### src/rtl/msab_regs.vh
/*
 * offsets, field positions and reset values of the status and alarm bank.
 * assumes inclusion by the bank module and its monitor; definitions only.
 */
`ifndef MSAB_REGS_VH
`define MSAB_REGS_VH

// register offsets on the management bus
`define MSAB_OFS_PIN_STATUS   8'h6E
`define MSAB_OFS_CONV_READY   8'h6F
`define MSAB_OFS_ALARM_A      8'h70

// pin_status_and_override fields
`define MSAB_PS_TXD_LEVEL     7
`define MSAB_PS_TXD_OVR       6
`define MSAB_PS_IN1_LEVEL     5
`define MSAB_PS_RATE_SELECT_INPUT_LEVEL    4
`define MSAB_PS_RATE_SELECT_INPUT_OVR      3
`define MSAB_PS_FAULT_STATE   2
`define MSAB_PS_LOS_STATE     1
`define MSAB_PS_NOT_READY     0

// conversion_ready_flags fields
`define MSAB_CR_TEMP          7
`define MSAB_CR_LOW_CH        2
`define MSAB_CR_RANGE         0
`define MSAB_CR_RESET         8'h00

// measurement_alarm_flags_a fields
`define MSAB_AL_TEMPERATURE_HIGH_ALARM       7
`define MSAB_AL_TEMPERATURE_LOW_ALARM       6
`define MSAB_AL_SUPPLY_HIGH_ALARM        5
`define MSAB_AL_SUPPLY_LOW_ALARM        4
`define MSAB_AL_MONA_HI       3
`define MSAB_AL_MONA_LO       2
`define MSAB_AL_MONB_HI       1
`define MSAB_AL_MONB_LO       0
`define MSAB_AL_RESET         8'h10

`endif
### src/rtl/msab_bank.v
/*
 * status, conversion-ready and alarm register bank of a module controller.
 * holds three byte registers on the management bus:
 *   - pin status and override: pin reflections, two host overrides, not-ready;
 *   - conversion ready flags: per-channel done flags and the range flag;
 *   - alarm flags: high and low alarms of temperature, supply, monitors a and b.
 * every bit is volatile and rebuilt from reset and from the inputs.
 * assumes a management bus front end that issues one-cycle read/write
 * strobes with an 8-bit address, and a measurement engine that pulses a
 * per-channel done strobe with the result and thresholds held steady.
 * assumes the pins arrive already synchronous to core_clk; no synchroniser
 * is placed here, so an asynchronous pin must be staged before this block.
 * assumes the open-drain fault and loss-of-signal drivers live outside and
 * report their target states on fault_release and loss_signal_release.
 * the threshold registers and the shutdown logic that reads the alarms
 * are outside this block as well.
 */
`timescale 1ns/1ps
`include "msab_regs.vh"

module msab_bank #(
    parameter MEAS_W = 16
) (
    // clock and reset
    input  wire              core_clk,
    input  wire              resetn,
    // register access
    input  wire              reg_wr,
    input  wire              reg_rd,
    input  wire [7:0]        reg_addr,
    input  wire [7:0]        reg_wdata,
    output reg  [7:0]        reg_rdata,
    // pins and internal signals
    input  wire              tx_disable_pin,
    input  wire              general_input_one,
    input  wire              rate_select_input,
    input  wire              fault_release,
    input  wire              loss_signal_release,
    input  wire              power_on_analog_trip,
    // conversions: done strobes temp,vcc,mon a..d (bit 5..0)
    input  wire [5:0]        conv_done,
    input  wire              receive_power_coarse,
    input  wire [MEAS_W-1:0] temp_result,
    input  wire [MEAS_W-1:0] temp_thr_hi,
    input  wire [MEAS_W-1:0] temp_thr_lo,
    input  wire [MEAS_W-1:0] vcc_result,
    input  wire [MEAS_W-1:0] vcc_thr_hi,
    input  wire [MEAS_W-1:0] vcc_thr_lo,
    input  wire [MEAS_W-1:0] mona_result,
    input  wire [MEAS_W-1:0] mona_thr_hi,
    input  wire [MEAS_W-1:0] mona_thr_lo,
    input  wire [MEAS_W-1:0] monb_result,
    input  wire [MEAS_W-1:0] monb_thr_hi,
    input  wire [MEAS_W-1:0] monb_thr_lo,
    // controls to the rest of the device
    output reg               tx_disabled,
    output reg               rate_select_output,
    output reg  [7:0]        measurement_alarm_flags_a
);

    reg        tx_disable_sw_override;
    reg        rate_select_sw_override;
    reg [5:0]  conv_ready;
    reg        receive_power_range_flag;
    reg        tx_disable_pin_level;
    reg        general_input_one_level;
    reg        rate_select_pin_level;
    reg        fault_output_state;
    reg        loss_signal_output_state;
    reg        not_ready_flag;
    wire [7:0] pin_status_and_override;
    wire [7:0] conversion_ready_flags;
    reg  [7:0] next_rdata;
    wire       wr_pin;
    wire       wr_conv;

    // done strobe positions on conv_done, temperature first
    localparam N_CONV  = 6;
    localparam CH_TEMP = 5;
    localparam CH_VCC  = 4;
    localparam CH_MONA = 3;
    localparam CH_MONB = 2;
    localparam CH_MONC = 1;
    localparam [7:0] AL_RESET = `MSAB_AL_RESET;

    assign wr_pin  = reg_wr && (reg_addr == `MSAB_OFS_PIN_STATUS);
    assign wr_conv = reg_wr && (reg_addr == `MSAB_OFS_CONV_READY);

    // pin reflections, registered once so reads see a stable copy
    always @(posedge core_clk or negedge resetn) begin
        if (!resetn) begin
            tx_disable_pin_level    <= 1'b0;
            general_input_one_level <= 1'b0;
            rate_select_pin_level   <= 1'b0;
        end else begin
            tx_disable_pin_level    <= tx_disable_pin;
            general_input_one_level <= general_input_one;
            rate_select_pin_level   <= rate_select_input;
        end
    end

    // output and supply states; not-ready starts set so a read in the
    // first cycle after reset never claims a good supply
    always @(posedge core_clk or negedge resetn) begin
        if (!resetn) begin
            fault_output_state       <= 1'b0;
            loss_signal_output_state <= 1'b0;
            not_ready_flag           <= 1'b1;
        end else begin
            fault_output_state       <= fault_release;
            loss_signal_output_state <= loss_signal_release;
            not_ready_flag           <= power_on_analog_trip;
        end
    end

    // host-writable overrides; only bits 6 and 3 take the write
    always @(posedge core_clk or negedge resetn) begin
        if (!resetn) begin
            tx_disable_sw_override  <= 1'b0;
            rate_select_sw_override <= 1'b0;
        end else if (wr_pin) begin
            tx_disable_sw_override  <= reg_wdata[`MSAB_PS_TXD_OVR];
            rate_select_sw_override <= reg_wdata[`MSAB_PS_RATE_SELECT_INPUT_OVR];
        end
    end

    // transmit disable; the override can only force, never release, the pin
    always @(posedge core_clk or negedge resetn) begin
        if (!resetn) begin
            tx_disabled <= 1'b0;
        end else begin
            tx_disabled <= tx_disable_pin | tx_disable_sw_override;
        end
    end

    // rate select output, built the same way from its own pin and override
    always @(posedge core_clk or negedge resetn) begin
        if (!resetn) begin
            rate_select_output <= 1'b0;
        end else begin
            rate_select_output <= rate_select_input | rate_select_sw_override;
        end
    end

    // ready flags: a done strobe in the clearing cycle wins over the clear,
    // so a conversion that lands as the host clears is never lost; the host
    // writes 0 to drop a flag and 1 to leave it alone
    genvar gi;
    generate
        for (gi = 0; gi < N_CONV; gi = gi + 1) begin : g_ready
            always @(posedge core_clk or negedge resetn) begin
                if (!resetn) begin
                    conv_ready[gi] <= 1'b0;
                end else if (conv_done[gi]) begin
                    conv_ready[gi] <= 1'b1;
                end else if (wr_conv && !reg_wdata[gi + `MSAB_CR_LOW_CH]) begin
                    conv_ready[gi] <= 1'b0;
                end
            end
        end
    endgenerate

    // range flag follows each monitor-three conversion (done bit 1);
    // the host cannot write it, it only changes with a new result
    always @(posedge core_clk or negedge resetn) begin
        if (!resetn) begin
            receive_power_range_flag <= 1'b0;
        end else if (conv_done[CH_MONC]) begin
            receive_power_range_flag <= receive_power_coarse;
        end
    end

    // threshold compares run every cycle; a flag only takes one on its done
    // strobe, so a threshold rewritten between conversions waits for a result
    wire next_temperature_high_alarm;
    wire next_temperature_low_alarm;
    wire next_supply_high_alarm;
    wire next_supply_low_alarm;
    wire next_mona_hi;
    wire next_mona_lo;
    wire next_monb_hi;
    wire next_monb_lo;

    // temperature is two's complement; the rest are unsigned codes
    assign next_temperature_high_alarm = $signed(temp_result) > $signed(temp_thr_hi);
    assign next_temperature_low_alarm = $signed(temp_result) < $signed(temp_thr_lo);
    assign next_supply_high_alarm  = vcc_result > vcc_thr_hi;
    assign next_supply_low_alarm  = vcc_result < vcc_thr_lo;
    assign next_mona_hi = mona_result > mona_thr_hi;
    assign next_mona_lo = mona_result < mona_thr_lo;
    assign next_monb_hi = monb_result > monb_thr_hi;
    assign next_monb_lo = monb_result < monb_thr_lo;

    // temperature alarms; equal to a threshold counts as inside the window
    always @(posedge core_clk or negedge resetn) begin
        if (!resetn) begin
            measurement_alarm_flags_a[`MSAB_AL_TEMPERATURE_HIGH_ALARM] <= AL_RESET[`MSAB_AL_TEMPERATURE_HIGH_ALARM];
            measurement_alarm_flags_a[`MSAB_AL_TEMPERATURE_LOW_ALARM] <= AL_RESET[`MSAB_AL_TEMPERATURE_LOW_ALARM];
        end else if (conv_done[CH_TEMP]) begin
            measurement_alarm_flags_a[`MSAB_AL_TEMPERATURE_HIGH_ALARM] <= next_temperature_high_alarm;
            measurement_alarm_flags_a[`MSAB_AL_TEMPERATURE_LOW_ALARM] <= next_temperature_low_alarm;
        end
    end

    // supply high alarm follows each supply result
    always @(posedge core_clk or negedge resetn) begin
        if (!resetn) begin
            measurement_alarm_flags_a[`MSAB_AL_SUPPLY_HIGH_ALARM] <= AL_RESET[`MSAB_AL_SUPPLY_HIGH_ALARM];
        end else if (conv_done[CH_VCC]) begin
            measurement_alarm_flags_a[`MSAB_AL_SUPPLY_HIGH_ALARM] <= next_supply_high_alarm;
        end
    end

    // supply below the trip forces the low alarm regardless of results;
    // only a result taken with supply back above the trip can clear it
    always @(posedge core_clk or negedge resetn) begin
        if (!resetn) begin
            measurement_alarm_flags_a[`MSAB_AL_SUPPLY_LOW_ALARM] <= AL_RESET[`MSAB_AL_SUPPLY_LOW_ALARM];
        end else if (power_on_analog_trip) begin
            measurement_alarm_flags_a[`MSAB_AL_SUPPLY_LOW_ALARM] <= 1'b1;
        end else if (conv_done[CH_VCC]) begin
            measurement_alarm_flags_a[`MSAB_AL_SUPPLY_LOW_ALARM] <= next_supply_low_alarm;
        end
    end

    // monitor a alarms
    always @(posedge core_clk or negedge resetn) begin
        if (!resetn) begin
            measurement_alarm_flags_a[`MSAB_AL_MONA_HI] <= AL_RESET[`MSAB_AL_MONA_HI];
            measurement_alarm_flags_a[`MSAB_AL_MONA_LO] <= AL_RESET[`MSAB_AL_MONA_LO];
        end else if (conv_done[CH_MONA]) begin
            measurement_alarm_flags_a[`MSAB_AL_MONA_HI] <= next_mona_hi;
            measurement_alarm_flags_a[`MSAB_AL_MONA_LO] <= next_mona_lo;
        end
    end

    // monitor b alarms
    always @(posedge core_clk or negedge resetn) begin
        if (!resetn) begin
            measurement_alarm_flags_a[`MSAB_AL_MONB_HI] <= AL_RESET[`MSAB_AL_MONB_HI];
            measurement_alarm_flags_a[`MSAB_AL_MONB_LO] <= AL_RESET[`MSAB_AL_MONB_LO];
        end else if (conv_done[CH_MONB]) begin
            measurement_alarm_flags_a[`MSAB_AL_MONB_HI] <= next_monb_hi;
            measurement_alarm_flags_a[`MSAB_AL_MONB_LO] <= next_monb_lo;
        end
    end

    // register images; field positions come from the shared map
    assign pin_status_and_override[`MSAB_PS_TXD_LEVEL]   = tx_disable_pin_level;
    assign pin_status_and_override[`MSAB_PS_TXD_OVR]     = tx_disable_sw_override;
    assign pin_status_and_override[`MSAB_PS_IN1_LEVEL]   = general_input_one_level;
    assign pin_status_and_override[`MSAB_PS_RATE_SELECT_INPUT_LEVEL]  = rate_select_pin_level;
    assign pin_status_and_override[`MSAB_PS_RATE_SELECT_INPUT_OVR]    = rate_select_sw_override;
    assign pin_status_and_override[`MSAB_PS_FAULT_STATE] = fault_output_state;
    assign pin_status_and_override[`MSAB_PS_LOS_STATE]   = loss_signal_output_state;
    assign pin_status_and_override[`MSAB_PS_NOT_READY]   = not_ready_flag;
    // bit 1 of the ready register is reserved and reads zero
    assign conversion_ready_flags[7:`MSAB_CR_LOW_CH] = conv_ready;
    assign conversion_ready_flags[1]                 = 1'b0;
    assign conversion_ready_flags[`MSAB_CR_RANGE]    = receive_power_range_flag;

    // read decode; unmapped addresses read zero so a host scan sees no ghosts
    always @* begin
        next_rdata = 8'h00;
        if (reg_addr == `MSAB_OFS_PIN_STATUS) begin
            next_rdata = pin_status_and_override;
        end else if (reg_addr == `MSAB_OFS_CONV_READY) begin
            next_rdata = conversion_ready_flags;
        end else if (reg_addr == `MSAB_OFS_ALARM_A) begin
            next_rdata = measurement_alarm_flags_a;
        end
    end

    // read data held until the next read strobe
    always @(posedge core_clk or negedge resetn) begin
        if (!resetn) begin
            reg_rdata <= 8'h00;
        end else if (reg_rd) begin
            reg_rdata <= next_rdata;
        end
    end

endmodule // msab_bank

### config.mk
export PLATFORM = sky130hd
export DESIGN_NAME = msab_bank
export DESIGN_NICKNAME = d
export VERILOG_FILES = /design/src/rtl/msab_bank.v
export VERILOG_INCLUDE_DIRS = /design/src /design/src/rtl
export SDC_FILE = /design/constraint.sdc
export NUM_CORES = 1
export LEC_CHECK = 0
export BUFFER_PORTS_ARGS = -buffer_cell sky130_fd_sc_hd__clkbuf_2
export CORE_MARGIN = 4
export CORE_UTILIZATION = 50
export DETAILED_ROUTE_END_ITERATION = 6
export HOLD_SLACK_MARGIN = 0.1
export PLACE_DENSITY = 0.88
export SYNTH_ARGS = -nofsm -noshare
export SYNTH_HDL_FRONTEND = slang
export SYNTH_SLANG_ARGS = --single-unit
export TNS_END_PERCENT = 100
### constraint.sdc
create_clock -name core_clk -period 1.4 [get_ports core_clk]
set_input_delay 0.28 -clock core_clk [delete_from_list [all_inputs] [get_ports core_clk]]
set_output_delay 0.28 -clock core_clk [all_outputs]
set_load 0.005 [all_outputs]
==> results.sh <==
export IMPL_run_status="complete, but fails checks"
export IMPL_failing_checks="setup timing"
export IMPL_timing_reg2reg_worst_path_depth=3
export IMPL_cts_sink_count=33
export IMPL_worst_setup_slack_final_ps=-182
export IMPL_tritoncts_clock_tree="built"
export IMPL_number_of_endpoints_with_negative_hold_slack_in_the_final_report=0
export IMPL_ios=243
export IMPL_placeableCoreArea_um2=8720
export IMPL_worst_path_largest_cell_delay_ps=340
export IMPL_synth_compound_area_share_pct=19.4
export IMPL_finalMaxSlewViolations=0
export IMPL_finalCritPeriodShare_pct=113
export IMPL_criticalPathCategory="input pin to register"
export IMPL_remaining_drc_errors=0
export IMPL_die_boundary_height_um=102
export IMPL_place_detailed_hpwl_um=12900
export IMPL_antenna_cells_inserted=0
export IMPL_synthesized_netlist_cell_count=557
export IMPL_timing_critical_path_slowest_stage_cell="or3_4"
export IMPL_path_max_fanout=2
export IMPL_cts_path_max_buffers=2
export IMPL_synthMuxAreaShare_pct=0.982
export IMPL_routed_wirelength_um=14600
export IMPL_area_growth_syn_to_layout_pct=53.2
export IMPL_drt_vias_per_instance=5.36
export IMPL_async_reset_ff_share_pct=100
export IMPL_routed_vias=5188
export IMPL_layout_core_utilization_pct=78.3
export IMPL_synthXorXnorAreaFrac_pct=0
export IMPL_core_rowCount=34
export IMPL_drive_above_1_share_pct=42.4
export IMPL_cp_num_buf_inv=1
export IMPL_worstSetupStartpoint="temp_result[6]"
export IMPL_clock_tree_htree_level_count=2
export IMPL_yosys_area_share_simple_pct=14.3
export IMPL_timing_reg2reg_setup_slack_ps=350
export IMPL_num_nets_final=1208
export IMPL_first_global_vias=5375
export IMPL_syn_nets=906
export IMPL_clock_skew_final_ps=6.68
export IMPL_synth_cell_types=47
export IMPL_cts_root_buf="clkbuf_8"
export IMPL_synthesis_area_per_instance_um2=8.01
export IMPL_port_buffers=240
export IMPL_synth_enable_flop_cells=0
export IMPL_dieArea_um2=10500
export IMPL_postSynthRegisterBits=33
export IMPL_maximum_operating_frequency_mhz=632
export IMPL_yosysMostFrequentCell="inv_1"
export IMPL_worst_path_dominant_cell_family="simple AND/OR/NAND/NOR gates"
export IMPL_clkLatencyLatePin_ps=280
export IMPL_timing_max_cap_violations=0
export IMPL_yosys_most_used_dff="dfrtp_1"
export IMPL_antenna_violating_nets_post_route=0
export IMPL_setup_repair_after_global_routing_missed_its_margin="yes"
export IMPL_sequential_share_of_the_synthesized_area_pct=18.6
export IMPL_library_cell_occupying_the_most_area_in_the_post_synthesis_netlist="ha_1"
export IMPL_power_density_cell_area_nw_per_um2=497
export IMPL_synth_top_area_share_pct=34.8
export IMPL_headroom_to_the_max_slew_limit_pct=65.5
export IMPL_grt_pass1_wl_um=22400
export IMPL_cts_inserted_buffers=5
export IMPL_synth_cells_most_frequent="inv_1, ha_1, a21oi_1, dfrtp_1, nand2_1"
export IMPL_class_of_the_worst_hold_path="input pin to register"
export IMPL_hold_critical_path_depth=1
export IMPL_detailedRoute_firstPassIterationCount=4
export IMPL_critical_path_end_type="register"
export IMPL_setup_total_negative_slack_ps=-323
export IMPL_worstPathCellList="buf_4 > ha_4 > and4_1 > o21ai_1 > or3_4 > a2111oi_4 > o221ai_1"
export IMPL_grt_antenna_before_repair=0
export IMPL_worst_hold_slack_ps=109
export IMPL_timing_hold_worst_start="fault_release"
export IMPL_leakage_nw=3.90
export IMPL_layout_filler_cells=597
export IMPL_chipWidth_um=102
export IMPL_worst_slack_at_placement_ps=-591
export IMPL_worst_flop_to_flop_path_endpoint="reg_rdata[5]"
export IMPL_dpl_instance_area_um2=6440
export IMPL_drtIter0Drc=114
export IMPL_worstHoldEndpoint="fault_output_state"
export IMPL_start_util_pct=51.1
export IMPL_r2r_start="measurement_alarm_flags_a[5]"
export IMPL_place_congestion=0.881
export IMPL_timing_final_crit_period_ps=1580
export IMPL_grt_start_max_net_pins=17
export IMPL_timing_worst_slew_pin_value_ps=515
export IMPL_vdd_ir_drop_worst_mv=0.347
export IMPL_main_combinational_cell_family_by_area_after_synthesis="adder cells"
export IMPL_clk_transition_reported_paths_ps=60
export IMPL_critical_path_source_type="input pin"
export IMPL_timing_critical_path_required_ps=1550
export IMPL_critical_path_arrival_ps=1730
export IMPL_synthAdderAreaFrac_pct=34.8
export IMPL_final_area_um2=6830
export IMPL_grt_overflow=0
export IMPL_groute_usage_overall_pct=26.6
export IMPL_route_detailed_wl_per_inst_um=15.1
export IMPL_synthTopCellsByArea="ha_1, dfrtp_1, inv_1, a21oi_1, o21ai_0"
export IMPL_netlist_area_um2=4460
export IMPL_finalSetupViolCount=2
export IMPL_ys_warnings_count=0
-- worst reg2reg max path, delay by kind of cell (launching register included) --
| family | cells | cell delay (ps) |
|---|---|---|
| AOI/OAI and AO/OA | 3 | 500 |
| DFF | 1 | 420 |
-- cell usage in the layout, fill, tap and decap left out, types with 3 or more instances in the layout --
| master | instances |
|---|---|
| nand3_1 | 16 |
| a22o_1 | 6 |
| nor3_1 | 3 |
| a21oi_1 | 38 |
| inv_2 | 4 |
| a211oi_1 | 8 |
| nor2b_1 | 3 |
| ha_4 | 21 |
| dfrtp_1 | 31 |
| inv_4 | 6 |
| nand2b_1 | 9 |
| nor2_1 | 19 |
| nand4_1 | 20 |
| inv_12 | 3 |
| o41ai_2 | 4 |
| clkbuf_8 | 8 |
| or2_2 | 3 |
| nand2_1 | 31 |
| buf_4 | 58 |
| a31oi_1 | 3 |
| a22oi_1 | 8 |
| a2111oi_0 | 3 |
| ha_1 | 103 |
| a21o_1 | 13 |
| a21oi_2 | 3 |
| o21ai_0 | 25 |
| o21ai_1 | 3 |
| mux2_2 | 3 |
| clkbuf_2 | 232 |
| nor3_2 | 3 |
| o211ai_1 | 3 |
| clkbuf_1 | 3 |
| inv_1 | 123 |
-- state kept, by name, summed over array words and instances, names as in the netlist --
register,count
conv_ready,6
fault_output_state,1
general_input_one_level,1
loss_signal_output_state,1
measurement_alarm_flags_a,8
not_ready_flag,1
rate_select_output,1
rate_select_pin_level,1
rate_select_sw_override,1
receive_power_range_flag,1
reg_rdata,8
tx_disable_pin_level,1
tx_disable_sw_override,1
tx_disabled,1
-- logic make-up after synthesis --
group | count (synthesis)
AO/OA/AOI/OAI | 134
adder cells (fa/ha/maj) | 124
buffers and inverters | 141
flip-flops | 33
multiplexers | 4
AND/OR/NAND/NOR | 121
-- repair_timing --
action	4_1_cts	5_1_grt
pin swaps	11	16
endpoints found under the hold margin	13	0
hold buffers	2	0
endpoints found under the setup margin	5	8
buffers inserted	1	0
gates resized for setup	15	30
cloned	0	0
-- how the worst max path moves through the flow --
stage	depth (start not counted)	end
final	7	measurement_alarm_flags_a[6]
after global routing	8	measurement_alarm_flags_a[6]
after CTS	8	measurement_alarm_flags_a[6]
after detailed placement	8	measurement_alarm_flags_a[6]
after global placement	8	measurement_alarm_flags_a[6]
after floorplan	7	measurement_alarm_flags_a[6]
-- layout make-up --
type,instances,area (µm²),share of cell area (%)
Sequential cell,33,828,12.1
Clock buffer,8,80.1,1.17
Multi-Input combinational cell,383,3490,51.0
Tap cell,108,135,1.98
Inverter,137,574,8.41
Timing Repair Buffer,299,1730,25.3
-- where the power goes --
part | total, mW | switching, mW | internal, mW
combinational | 1.67 | 0.798 | 0.876
clock | 0.659 | 0.307 | 0.352
sequential | 1.06 | 0.0459 | 1.02
total | 3.40 | 1.15 | 2.25
-- layer usage --
layer	track usage (%)	wire, µm	vias to the layer above
li1	-	-	2567
met1	27.2	5180	2365
met2	52.4	7950	207
met3	4.03	984	49
met4	11.7	532	0
met5	0	0	-
-- per-stage QoR --
step / std cells / power (mW)
2_1_floorplan: 557 / 1.81
3_3_place_gp: 957 / 2.52
3_5_place_dp: 957 / 2.63
4_1_cts: 968 / 3.34
5_1_grt: 968 / 3.67
6_report: 968 / 3.40
Note: power is estimated with default switching activity, not from simulation.
